<file path="src/rtl/gpcp_defines.vh">
// register map, field positions and reset values for the gpio change block
`ifndef GPCP_DEFINES_VH
`define GPCP_DEFINES_VH
`define GPCP_ADDR_W 8
`define GPCP_OFS_FIRST_PORT 8'h06
`define GPCP_OFS_SECOND_PORT 8'h07
`define GPCP_OFS_OPTION 8'h81
`define GPCP_OFS_FIRST_DIR 8'h86
`define GPCP_OFS_SECOND_DIR 8'h87
`define GPCP_OFS_INT_CTRL 8'h8B
`define GPCP_OFS_TIMER_CTRL 8'h10
`define GPCP_OFS_PERIPH 8'h90
`define GPCP_OFS_STATUS 8'h91
`define GPCP_RST_OPTION 8'hFF
`define GPCP_RST_DIR 8'hFF
`define GPCP_RST_INT_CTRL 8'h00
`define GPCP_RST_TIMER_CTRL 8'h00
`define GPCP_BIT_PULLUP_N 7
`define GPCP_BIT_EDGE_SEL 6
`define GPCP_BIT_GIE 7
`define GPCP_BIT_EXT_EN 4
`define GPCP_BIT_CHG_EN 3
`define GPCP_BIT_EXT_FLAG 1
`define GPCP_BIT_CHG_FLAG 0
`define GPCP_BIT_AUX_OSC 3
`endif

</file>
<file path="src/rtl/gpcp_ports.v">
// two general-purpose ports with change detect, external edge interrupt and overrides
//
// Our own choice: strobed register access.
`timescale 1ns/1ns
`default_nettype none
`include "gpcp_defines.vh"
// Functional notes
// first port pin is input when direction bit is 1, driven from latch at 0
// second port direction bits behave the same way
// first port has eight pins with an eight bit direction register
// clearing option bit 7 enables all first port pull-ups
// pull-up forced off on any first port pin set as output
// pull-ups disabled after reset
// only upper four first port inputs take part in change detect
// inputs compared against copy latched at last first port access
// the four mismatches are ORed into change flag, bit 0 of interrupt control
// change condition raises a wake request usable during sleep
// any first port access refreshes the copy; software does it before clearing
// persisting mismatch keeps setting the flag over a software clear
// software should not poll the first port during change detect
// option bit 6 selects active edge of the external interrupt pin
// second port has eight pins each with a direction bit
// enabled peripherals override second port direction to output or input
// software avoids read-modify-write on second direction under override
// aux oscillator enable, timer control bit 3, takes second port pins 1:0
// aux oscillator enable stays in force during sleep
// software waits for oscillator start-up after enabling it
// any reset sets both direction registers to all ones
// change flag raises request only with its enable and global enable set
// selected edge on external pin sets a sticky flag until software clears it
module gpcp_ports (
   input wire CLK,
   input wire RST,
   input wire [7:0] ADDR,
   input wire [7:0] WDATA,
   input wire WR,
   input wire RD,
   output reg [7:0] RDATA,
   input wire [7:0] FIRST_IN,
   output reg [7:0] FIRST_OUT,
   output reg [7:0] FIRST_OE_N,
   output reg [7:0] FIRST_PULLUP,
   input wire [7:0] SECOND_IN,
   output reg [7:0] SECOND_OUT,
   output reg [7:0] SECOND_OE_N,
   input wire [7:0] PERIPH_EN,
   input wire [7:0] PERIPH_DIR,
   input wire [7:0] PERIPH_OUT,
   input wire SLEEP,
   output reg INT_REQ,
   output reg WAKE_REQ,
   output reg AUX_OSC_ENABLE
);
   reg [7:0] first_sync1, first_sync2, second_sync1, second_sync2;
   reg [7:0] first_latch, second_latch, first_dir, second_dir;
   reg [7:0] option_config, int_ctrl, timer_ctrl;
   reg [3:0] change_copy;
   reg ext_prev;
   wire [7:0] int_ctrl_rd;
   wire [7:0] eff_dir;
   wire [7:0] eff_out;
   wire first_access;
   wire [3:0] mismatch;
   wire change_hit;
   wire ext_edge;
   wire wr_int;
   wire next_chg_flag;
   wire next_ext_flag;

   always @(posedge CLK) begin
      first_sync1 <= FIRST_IN;
      first_sync2 <= first_sync1;
      second_sync1 <= SECOND_IN;
      second_sync2 <= second_sync1;
   end

   assign first_access = (RD || WR) && (ADDR == `GPCP_OFS_FIRST_PORT);
   // inputs against copy
   assign mismatch = (first_sync2[7:4] ^ change_copy) & first_dir[7:4];
   // or of mismatches
   assign change_hit = |mismatch;
   // edge select
   assign ext_edge = option_config[`GPCP_BIT_EDGE_SEL] ? (first_sync2[0] && !ext_prev)
                                                       : (!first_sync2[0] && ext_prev);
   assign wr_int = WR && (ADDR == `GPCP_OFS_INT_CTRL);
   // mismatch set beats clear
   assign next_chg_flag = change_hit ||
      (wr_int ? WDATA[`GPCP_BIT_CHG_FLAG] : int_ctrl[`GPCP_BIT_CHG_FLAG]);
   // sticky edge flag, set wins
   assign next_ext_flag = ext_edge ||
      (wr_int ? WDATA[`GPCP_BIT_EXT_FLAG] : int_ctrl[`GPCP_BIT_EXT_FLAG]);
   assign int_ctrl_rd = int_ctrl;

   // peripheral direction override
   genvar i;
   generate
      for (i = 0; i < 8; i = i + 1) begin : g_sec
         if (i < 2) begin : g_osc
            // oscillator takes pins 1:0 as inputs
            assign eff_dir[i] = timer_ctrl[`GPCP_BIT_AUX_OSC] ? 1'b1
                              : (PERIPH_EN[i] ? PERIPH_DIR[i] : second_dir[i]);
         end else begin : g_plain
            assign eff_dir[i] = PERIPH_EN[i] ? PERIPH_DIR[i] : second_dir[i];
         end
         assign eff_out[i] = PERIPH_EN[i] ? PERIPH_OUT[i] : second_latch[i];
      end
   endgenerate

   always @(posedge CLK) begin
      if (RST) begin
         // all pins inputs on reset
         first_dir <= `GPCP_RST_DIR;
         second_dir <= `GPCP_RST_DIR;
         // pull-ups off
         option_config <= `GPCP_RST_OPTION;
         int_ctrl <= `GPCP_RST_INT_CTRL;
         timer_ctrl <= `GPCP_RST_TIMER_CTRL;
         first_latch <= 8'h00;
         second_latch <= 8'h00;
         change_copy <= 4'h0;
         ext_prev <= 1'b0;
      end else begin
         ext_prev <= first_sync2[0];
         // access refreshes copy
         if (first_access) begin
            change_copy <= first_sync2[7:4];
         end
         if (WR) begin
            case (ADDR)
               `GPCP_OFS_FIRST_PORT: first_latch <= WDATA;
               `GPCP_OFS_SECOND_PORT: second_latch <= WDATA;
               `GPCP_OFS_OPTION: option_config <= WDATA;
               `GPCP_OFS_FIRST_DIR: first_dir <= WDATA;
               `GPCP_OFS_SECOND_DIR: second_dir <= WDATA;
               `GPCP_OFS_TIMER_CTRL: timer_ctrl <= {2'b00, WDATA[5:0]};
               default: ;
            endcase
         end
         if (wr_int) begin
            int_ctrl[7:2] <= WDATA[7:2];
         end
         // change flag in bit 0
         int_ctrl[`GPCP_BIT_CHG_FLAG] <= next_chg_flag;
         int_ctrl[`GPCP_BIT_EXT_FLAG] <= next_ext_flag;
      end
   end

   always @(posedge CLK) begin
      if (RST) begin
         RDATA <= 8'h00;
         FIRST_OUT <= 8'h00;
         FIRST_OE_N <= 8'hFF;
         FIRST_PULLUP <= 8'h00;
         SECOND_OUT <= 8'h00;
         SECOND_OE_N <= 8'hFF;
         INT_REQ <= 1'b0;
         WAKE_REQ <= 1'b0;
         AUX_OSC_ENABLE <= 1'b0;
      end else begin
         // first port drive
         FIRST_OUT <= first_latch;
         FIRST_OE_N <= first_dir;
         // pull-ups only on inputs
         FIRST_PULLUP <= option_config[`GPCP_BIT_PULLUP_N] ? 8'h00 : first_dir;
         // second port drive
         SECOND_OUT <= eff_out;
         SECOND_OE_N <= eff_dir;
         // gated request
         INT_REQ <= int_ctrl[`GPCP_BIT_GIE] &&
            ((int_ctrl[`GPCP_BIT_CHG_EN] && int_ctrl[`GPCP_BIT_CHG_FLAG]) ||
             (int_ctrl[`GPCP_BIT_EXT_EN] && int_ctrl[`GPCP_BIT_EXT_FLAG]));
         // wake from sleep on change
         WAKE_REQ <= SLEEP && int_ctrl[`GPCP_BIT_CHG_EN] && int_ctrl[`GPCP_BIT_CHG_FLAG];
         // enable independent of sleep
         AUX_OSC_ENABLE <= timer_ctrl[`GPCP_BIT_AUX_OSC];
         RDATA <= 8'h00;
         if (RD) begin
            case (ADDR)
               `GPCP_OFS_FIRST_PORT: RDATA <= first_sync2;
               `GPCP_OFS_SECOND_PORT: RDATA <= second_sync2;
               `GPCP_OFS_OPTION: RDATA <= option_config;
               `GPCP_OFS_FIRST_DIR: RDATA <= first_dir;
               `GPCP_OFS_SECOND_DIR: RDATA <= second_dir;
               `GPCP_OFS_INT_CTRL: RDATA <= int_ctrl_rd;
               `GPCP_OFS_TIMER_CTRL: RDATA <= timer_ctrl;
               `GPCP_OFS_PERIPH: RDATA <= PERIPH_EN;
               `GPCP_OFS_STATUS: RDATA <= {4'h0, mismatch};
               default: RDATA <= 8'h00;
            endcase
         end
      end
   end
endmodule // gpcp_ports
`default_nettype wire

</file>
<file path="config.mk">
export PLATFORM = sky130hd
export DESIGN_NAME = gpcp_ports
export DESIGN_NICKNAME = d
export VERILOG_FILES = /design/src/rtl/gpcp_ports.v
export VERILOG_INCLUDE_DIRS = /design/src /design/src/rtl
export SDC_FILE = /design/constraint.sdc
export NUM_CORES = 1
export LEC_CHECK = 0
export BUFFER_PORTS_ARGS = -buffer_cell sky130_fd_sc_hd__buf_2
export CAP_MARGIN = 15
export CORE_MARGIN = 2
export CORE_UTILIZATION = 28
export CTS_CLUSTER_SIZE = 10
export DETAILED_ROUTE_END_ITERATION = 12
export SLEW_MARGIN = 20
export SYNTH_ARGS = -nofsm -noshare
export SYNTH_HDL_FRONTEND = slang
export SYNTH_SLANG_ARGS = --single-unit
</file>
<file path="constraint.sdc">
create_clock -name CLK -period 3 [get_ports CLK]
set_input_delay 0.9 -clock CLK [delete_from_list [all_inputs] [get_ports CLK]]
set_output_delay 0.9 -clock CLK [all_outputs]
set_load 0.005 [all_outputs]
</file>
Yosys cells after proc, flatten, opt, wreduce, memory -nomap -nowiden
Cells that the tools add are included.
{ "classes": {"n_reduce_logical": 25, "n_bitwise": 3, "eq_ne": 9, "mux": 20} }
{ "ops": {"columns": ["op", "count"], "rows": [
  ["one-hot mux 8 bit (9 select lines)", 1],
  ["equality test 8 bit, second input constant", 6],
  ["2-to-1 mux 1 bit", 19],
  ["equality test 8 x 3 -> 1 bit, second input constant", 2],
  ["AND reduction 2 bit", 6],
  ["logical AND 1 bit", 9],
  ["equality test 8 x 5 -> 1 bit, second input constant", 1],
  ["OR reduction 2 bit", 3],
  ["bitwise AND 4 bit", 1],
  ["logical OR 1 bit", 4],
  ["OR reduction 4 bit", 1],
  ["bitwise XOR 4 bit", 1],
  ["logical NOT 1 bit", 2],
  ["NOT 1 bit", 1]
]} }
{ "word_totals": {"register_bits": 142, "inputBits": 61, "output_inout_bits": 51} }

Longest topological paths before layout
Gate-level depths: netlist of run 1.
{ "depth": {"depth_word": 4, "mapped_depth": 7, "ltp_nobuf": 5} }

Worst setup path after synthesis of run 1
Ideal clock, no wire load.
{ "synth_path": {"path_kind": "input -> register", "start": "input port ADDR[6]", "end": "register first_dir[6]", "path_buffers": 2, "slack_ns": 0.628, "required_time_ns": 2.880, "path_stages": 7, "t_arrival_ns": 2.252, "path_cell_list": "clkbuf_2 > nor3_4 > nand3_4 > nor2_4 > buf_4 > nor2b_1 > a211o_1"} }
{ "synth_between": {"elab_chain_cells": 2} }
{ "synth_lines": {"columns": ["item", "line", "source"], "rows": [
  ["start, declared", "gpcp_ports.v:34", "input wire [7:0] ADDR,"],
  ["equality test 8 bit", "gpcp_ports.v:129", "case (ADDR)"],
  ["AND reduction 2 bit (no source line)", null, null],
  ["end signal, assigned", "gpcp_ports.v:112", "first_dir <= `GPCP_RST_DIR;"],
  ["end, declared", "gpcp_ports.v:55", "reg [7:0] first_latch, second_latch, first_dir, second_dir;"]
]} }
No other way between the ends.
A chain may end at the register's enable or synchronous reset.

Worst setup path in the final report of run 1
{ "layout_path": {"start": "input port ADDR[2]", "end": "register RDATA[1]"} }
{ "layout_between": {"elab_chain_cells": 2, "elab_cells_between_ends": 10, "cone_classes": "eq/ne (9); mux (1)"} }
{ "layout_lines": {"columns": ["item", "line", "source"], "rows": [
  ["equality test 8 bit (tied with other cells)", "gpcp_ports.v:178", "case (ADDR)"],
  ["one-hot mux 8 bit (9 select lines) (*)", "gpcp_ports.v:178", null],
  ["end signal, assigned", "gpcp_ports.v:179", "`GPCP_OFS_FIRST_PORT: RDATA <= first_sync2;"],
  ["end signal, assigned", "gpcp_ports.v:180", "`GPCP_OFS_SECOND_PORT: RDATA <= second_sync2;"],
  ["end signal, assigned", "gpcp_ports.v:181", "`GPCP_OFS_OPTION: RDATA <= option_config;"],
  ["end, declared", "gpcp_ports.v:38", "output reg [7:0] RDATA,"]
]} }
Mark *: on every way between the ends. The rest lies on a longest branch, timed or not.

==> impl_metrics.ini, run 1 <==
[clock_tree]
htreeDepth = 4
ctsHoldBuffers = 0
max-clock-path-buffers = 2
cts_resized = 0
clk_transition_reported_paths_ns = 0.06
cts_buffers = 17
root_buffer = clkbuf_16
cts_sinks = 142
cts_tree = yes
post_cts_buffers = 0
clkLatencyLatePin_ns = 0.42

[worst_setup_path]
r2r_start = first_sync2[5]
rrSetupSlack_ns = 1.40
arrival_ns = 2.62
crit_path_end_kind = flip-flop
cp-start-kind = primary input
timing.rr.end = RDATA[1]
worstPathMaxFanout = 8
critical_path.endpoint = RDATA[1]
critPathRequiredTime_ns = 3.33
crit_path_start = ADDR[2]
criticalPathCategory = in -> reg
r2r_cells = 5

[layout]
nets = 662
fill_cells = 1829
area_growth_pct = 28.0
final_layout_size_suffix_gt1_share_pct = 29.4
instances_no_fill = 842
final_util_pct = 36.5
diodes = 0

[placed_design]
place_congestion = 0.861
post-place-cells = 811
dp_hpwl_mm = 10.1
io_buffers = 111

[power_and_ir_drop]
max-vdd-ir-drop_mv = 0.395
p_per_area_nw_per_um2 = 669
power.internal_uw = 3420
power.total_uw = 4390
seqPwrFrac_pct = 44.1
p_leak_uw = 0.00274
p_clk_share_pct = 51.3
sw_frac_of_total_pct = 22.2
power_switching_uw = 973
pwr-share-comb_pct = 4.6

[synthesis]
synthDistinctLibCells = 51
syn-num-nets = 548
ys.flop_type = dfxtp_1
synth-seq-cells = 142
synthArstFlopShare_pct = 0
synth_commonest_cells = dfxtp_1, nor2_1, mux2i_1
yosysWarnings = 0
synth_cells = 487
syn-cell-area_um2 = 5120
synth_top_area_cell = dfxtp_1
synth_enable_flop_cells = 0
synth_area_leaders = dfxtp_1, mux2i_1, nor2b_1
synth_most_common_cell = dfxtp_1
ys_seq_area_share_pct = 55.5
syn_area_per_cell_um2 = 10.5
synth_top_area_share_pct = 55.5

[timing]
hold_viol_final = 0
worst_pin_slew_ns = 0.614
report.final.slew_viol_count = 0
period_needed_ns = 2.29
setup_viol = 0
maxSlewHeadroom_pct = 59.1
fin_setup_tns_ns = 0
finalCritPeriodShare_pct = 76.2
rsz0062_at_grt = false
max_freq_mhz = 438
skew_ns = 0.00739

[grt]
gr-total-overflow = 0
antenna_found_initial = 1
grt_pass1_wl_mm = 22.2
grt_usage_pct = 15.1
grt_pass1_vias = 3870
grt_max_degree = 65

[floorplanning]
pin_count = 112
die_h_um = 139
row_count = 49
core-area_um2 = 18000
initial_core_util_pct = 28.5
die_w_um = 139
dieArea_um2 = 19400

[routing]
drc_errors = 0
wirelength_mm = 14.4
via_per_inst = 4.70
drt_iter0_markers = 173
dr.pass1.iters = 5
vias = 3954
wl_per_cell_um = 17.1
antenna_left = 0

[outcome]
outcome = finished clean

[hold_path]
hold_path_class = reg -> reg
min_from = first_sync1[6]

[run]
maxCapViolCount = 0
-- cells by family after synthesis --
| logic type | synth area share (%) |
|---|---|
| buf+inv | 2.64 |
| flops | 55.5 |
| mux | 9.01 |
| compound gates | 11.1 |
| simple gates | 21.0 |
| xor+xnor | 0.854 |
-- worst min path at each step --
stage | end | slack, ns | depth (start not counted)
after global routing | first_sync2[5] | 0.33 | 0
after detailed placement | second_sync2[0] | 0.31 | 0
after global placement | first_sync2[3] | 0.31 | 0
after CTS | first_sync2[4] | 0.32 | 0
after floorplan | first_sync2[0] | 0.31 | 0
final | first_sync2[6] | 0.32 | 0
-- cell usage in the layout, fill, tap and decap left out, types with 6 or more instances in the layout --
cell,synthesis,routed
nand2_1,33,33
nand3b_1,8,8
a211o_1,22,22
buf_4,3,8
nor2_1,47,47
dfxtp_1,142,142
nor2b_1,33,33
and2_1,10,10
clkbuf_16,0,17
nand3_1,22,22
a21oi_1,26,26
mux2i_1,45,45
a22oi_1,6,6
buf_2,5,111
or2_2,10,10
-- power by group through the flow --
stage | sequential, uW | combinational [uW] | clock [uW]
floorplan | 1980 | 94.9 | 0
global placement | 1980 | 203 | 0
detailed placement | 1980 | 203 | 0
CTS | 1940 | 204 | 2310
global route | 1940 | 219 | 2390
finish | 1940 | 202 | 2250
-- worst max-delay path, cell delays in order --
cell and delay [ns]:
buf_2 0.13, or3_4 0.43, nor4_2 0.30, a21oi_1 0.06
or3b_1 0.55, a21oi_1 0.25
-- per-stage QoR --
stage	area (um2)	worst slack (ns)	hold slack, ns
2_1_floorplan	5120	0.628	0.310
3_3_place_gp	5930	0.276	0.310
3_5_place_dp	5930	0.296	0.313
4_1_cts	6560	0.750	0.325
5_1_grt	6560	0.640	0.334
6_report	6560	0.715	0.321
-- routing by layer --
metal / part of all wire, % / vias up / GRT usage (%)
met5: 0 / - / 0
met4: 1.6 / 0 / 4.68
met3: 6.9 / 19 / 5.20
met2: 46 / 132 / 23.6
met1: 46 / 1867 / 19.8
li1: - / 1936 / -
-- area by class of cell --
class	count	area (um2)	area share, %
well taps	229	287	4.37
clock inverters	13	189	2.88
multi-input cells	316	2150	32.8
repair buffers	120	636	9.69
inverters	4	15.0	0.229
clock buffers	18	439	6.69
flip-flops and latches	142	2840	43.3
Note: power is estimated with default switching activity, not from simulation.
==> run 2: changes to the inputs <==
clock period = 2.3 ns   (was 3 ns; I/O delays follow)
==> impl_metrics.ini, run 2 (same netlist as run 1, synthesis figures left out) <==
[timing]
period_needed_ns = 1.92
skew_ns = 0.00677
worst_pin_slew_ns = 0.482
max_freq_mhz = 520
hold_viol_final = 0
rsz0062_at_grt = false
finalCritPeriodShare_pct = 83.7
report.final.slew_viol_count = 0
maxSlewHeadroom_pct = 67.8
setup_viol = 0
setup_slack_ns = 0.376

[floorplanning]
die_h_um = 139
die_w_um = 139
row_count = 49
pin_count = 112
dieArea_um2 = 19400
core-area_um2 = 18000
initial_core_util_pct = 28.5

[power_and_ir_drop]
p_clk_share_pct = 49.9
power_switching_uw = 1250
max-vdd-ir-drop_mv = 0.548
seqPwrFrac_pct = 45.0
p_leak_uw = 0.00284
sw_frac_of_total_pct = 22.4
pwr-share-comb_pct = 5.0
power.internal_uw = 4360
p_per_area_nw_per_um2 = 835

[worst_setup_path]
cp-start-kind = primary input
arrival_ns = 2.27
critPathRequiredTime_ns = 2.64
criticalPathCategory = in -> reg
critical_path.endpoint = RDATA[4]
rrSetupSlack_ns = 0.75
crit_path_start = ADDR[2]
r2r_cells = 5
worstPathMaxFanout = 8
timing.rr.end = RDATA[1]
max_stage_delay_ns = 0.54
crit_path_top_delay_cell = or3b_1
crit_chain = buf_2 > or3_4 > nor4_2 > a21oi_1 > or3b_1 > a31oi_2
r2r_start = first_sync2[5]
crit_path_end_kind = flip-flop

[clock_tree]
htreeDepth = 4
ctsHoldBuffers = 0
cts_resized = 0
cts_tree = yes
cts_sinks = 142
max-clock-path-buffers = 2
cts_buffers = 17
post_cts_buffers = 0
clk_transition_reported_paths_ns = 0.06
root_buffer = clkbuf_16
clkLatencyLatePin_ns = 0.42

[grt]
antenna_found_initial = 0
grt_pass1_vias = 3997
grt_pass1_wl_mm = 22.5
grt_usage_pct = 15.1
grt_max_degree = 48
gr-total-overflow = 0

[outcome]
outcome = finished clean

[routing]
dr.pass1.iters = 6
drc_errors = 0
vias = 4001
wl_per_cell_um = 16.6
drt_iter0_markers = 285
via_per_inst = 4.63
antenna_left = 0
wirelength_mm = 14.4

[placed_design]
post-place-cells = 833
pre_cts_slack_ns = -0.0414
dpl_cell_area_um2 = 6120
place_congestion = 0.844
io_buffers = 111
dp_hpwl_mm = 10.3

[layout]
diodes = 0
area_growth_pct = 31.2
final_layout_size_suffix_gt1_share_pct = 31.8
final_util_pct = 37.4
layout_commonest_cell = dfxtp_1
instances_no_fill = 864
layout_common_cells = dfxtp_1, buf_2, nor2_1, mux2i_1
fin_area_um2 = 6730
nets = 684
fill_cells = 1814

[run]
maxCapViolCount = 0

[hold_path]
hold_path_class = reg -> reg
worstHoldPathCells = 0
run 2: critical path: cells and delay by family:
family,cells,cell delay [ns]
buffers and inverters,1,0.10
AOI/OAI and AO/OA,2,0.26
and+or+nand+nor,3,1.21
run 2: how the worst min path moves through the flow:
stage                                from         endpoint
after CTS                 second_sync1[6]  second_sync2[6]
final                      first_sync1[5]   first_sync2[5]
after global routing       first_sync1[1]   first_sync2[1]
after floorplan            first_sync1[0]   first_sync2[0]
after detailed placement   first_sync1[7]   first_sync2[7]
after global placement     first_sync1[3]   first_sync2[3]
run 2: metrics by stage:
step	hold slack [ns]	setup TNS (ns)	power, uW
finish	0.326	0	5610
global route	0.330	0	5820
CTS	0.326	0	5690
detailed placement	0.312	-0.202	2870
global placement	0.311	-0.0333	2860
floorplan	0.310	0	2700
run 2: per-layer routing:
| metal | part of all wire [%] | vias up | global-route usage [%] |
|---|---|---|---|
| met2 | 46 | 135 | 23.8 |
| met4 | 1.5 | 0 | 5.42 |
| li1 | - | 1976 | - |
| met3 | 7.3 | 19 | 4.96 |
| met5 | 0 | - | 0 |
| met1 | 45 | 1871 | 19.5 |
run 2: layout make-up:
class / instances / area, um2 / area share [%]
timing repair buffer: 142 / 826 / 12.3
inverter: 4 / 15.0 / 0.223
tap: 229 / 287 / 4.26
multi-input combinational: 316 / 2150 / 32.0
sequential: 142 / 2840 / 42.3
clock buffer: 18 / 439 / 6.53
clock inverter: 13 / 164 / 2.44
run 2: power groups by stage:
stage | combinational [uW] | clock, uW | sequential (uW)
after global placement | 282 | 0 | 2580
final | 282 | 2800 | 2530
after CTS | 284 | 2880 | 2530
after global routing | 307 | 2980 | 2530
after floorplan | 124 | 0 | 2580
after detailed placement | 283 | 0 | 2580
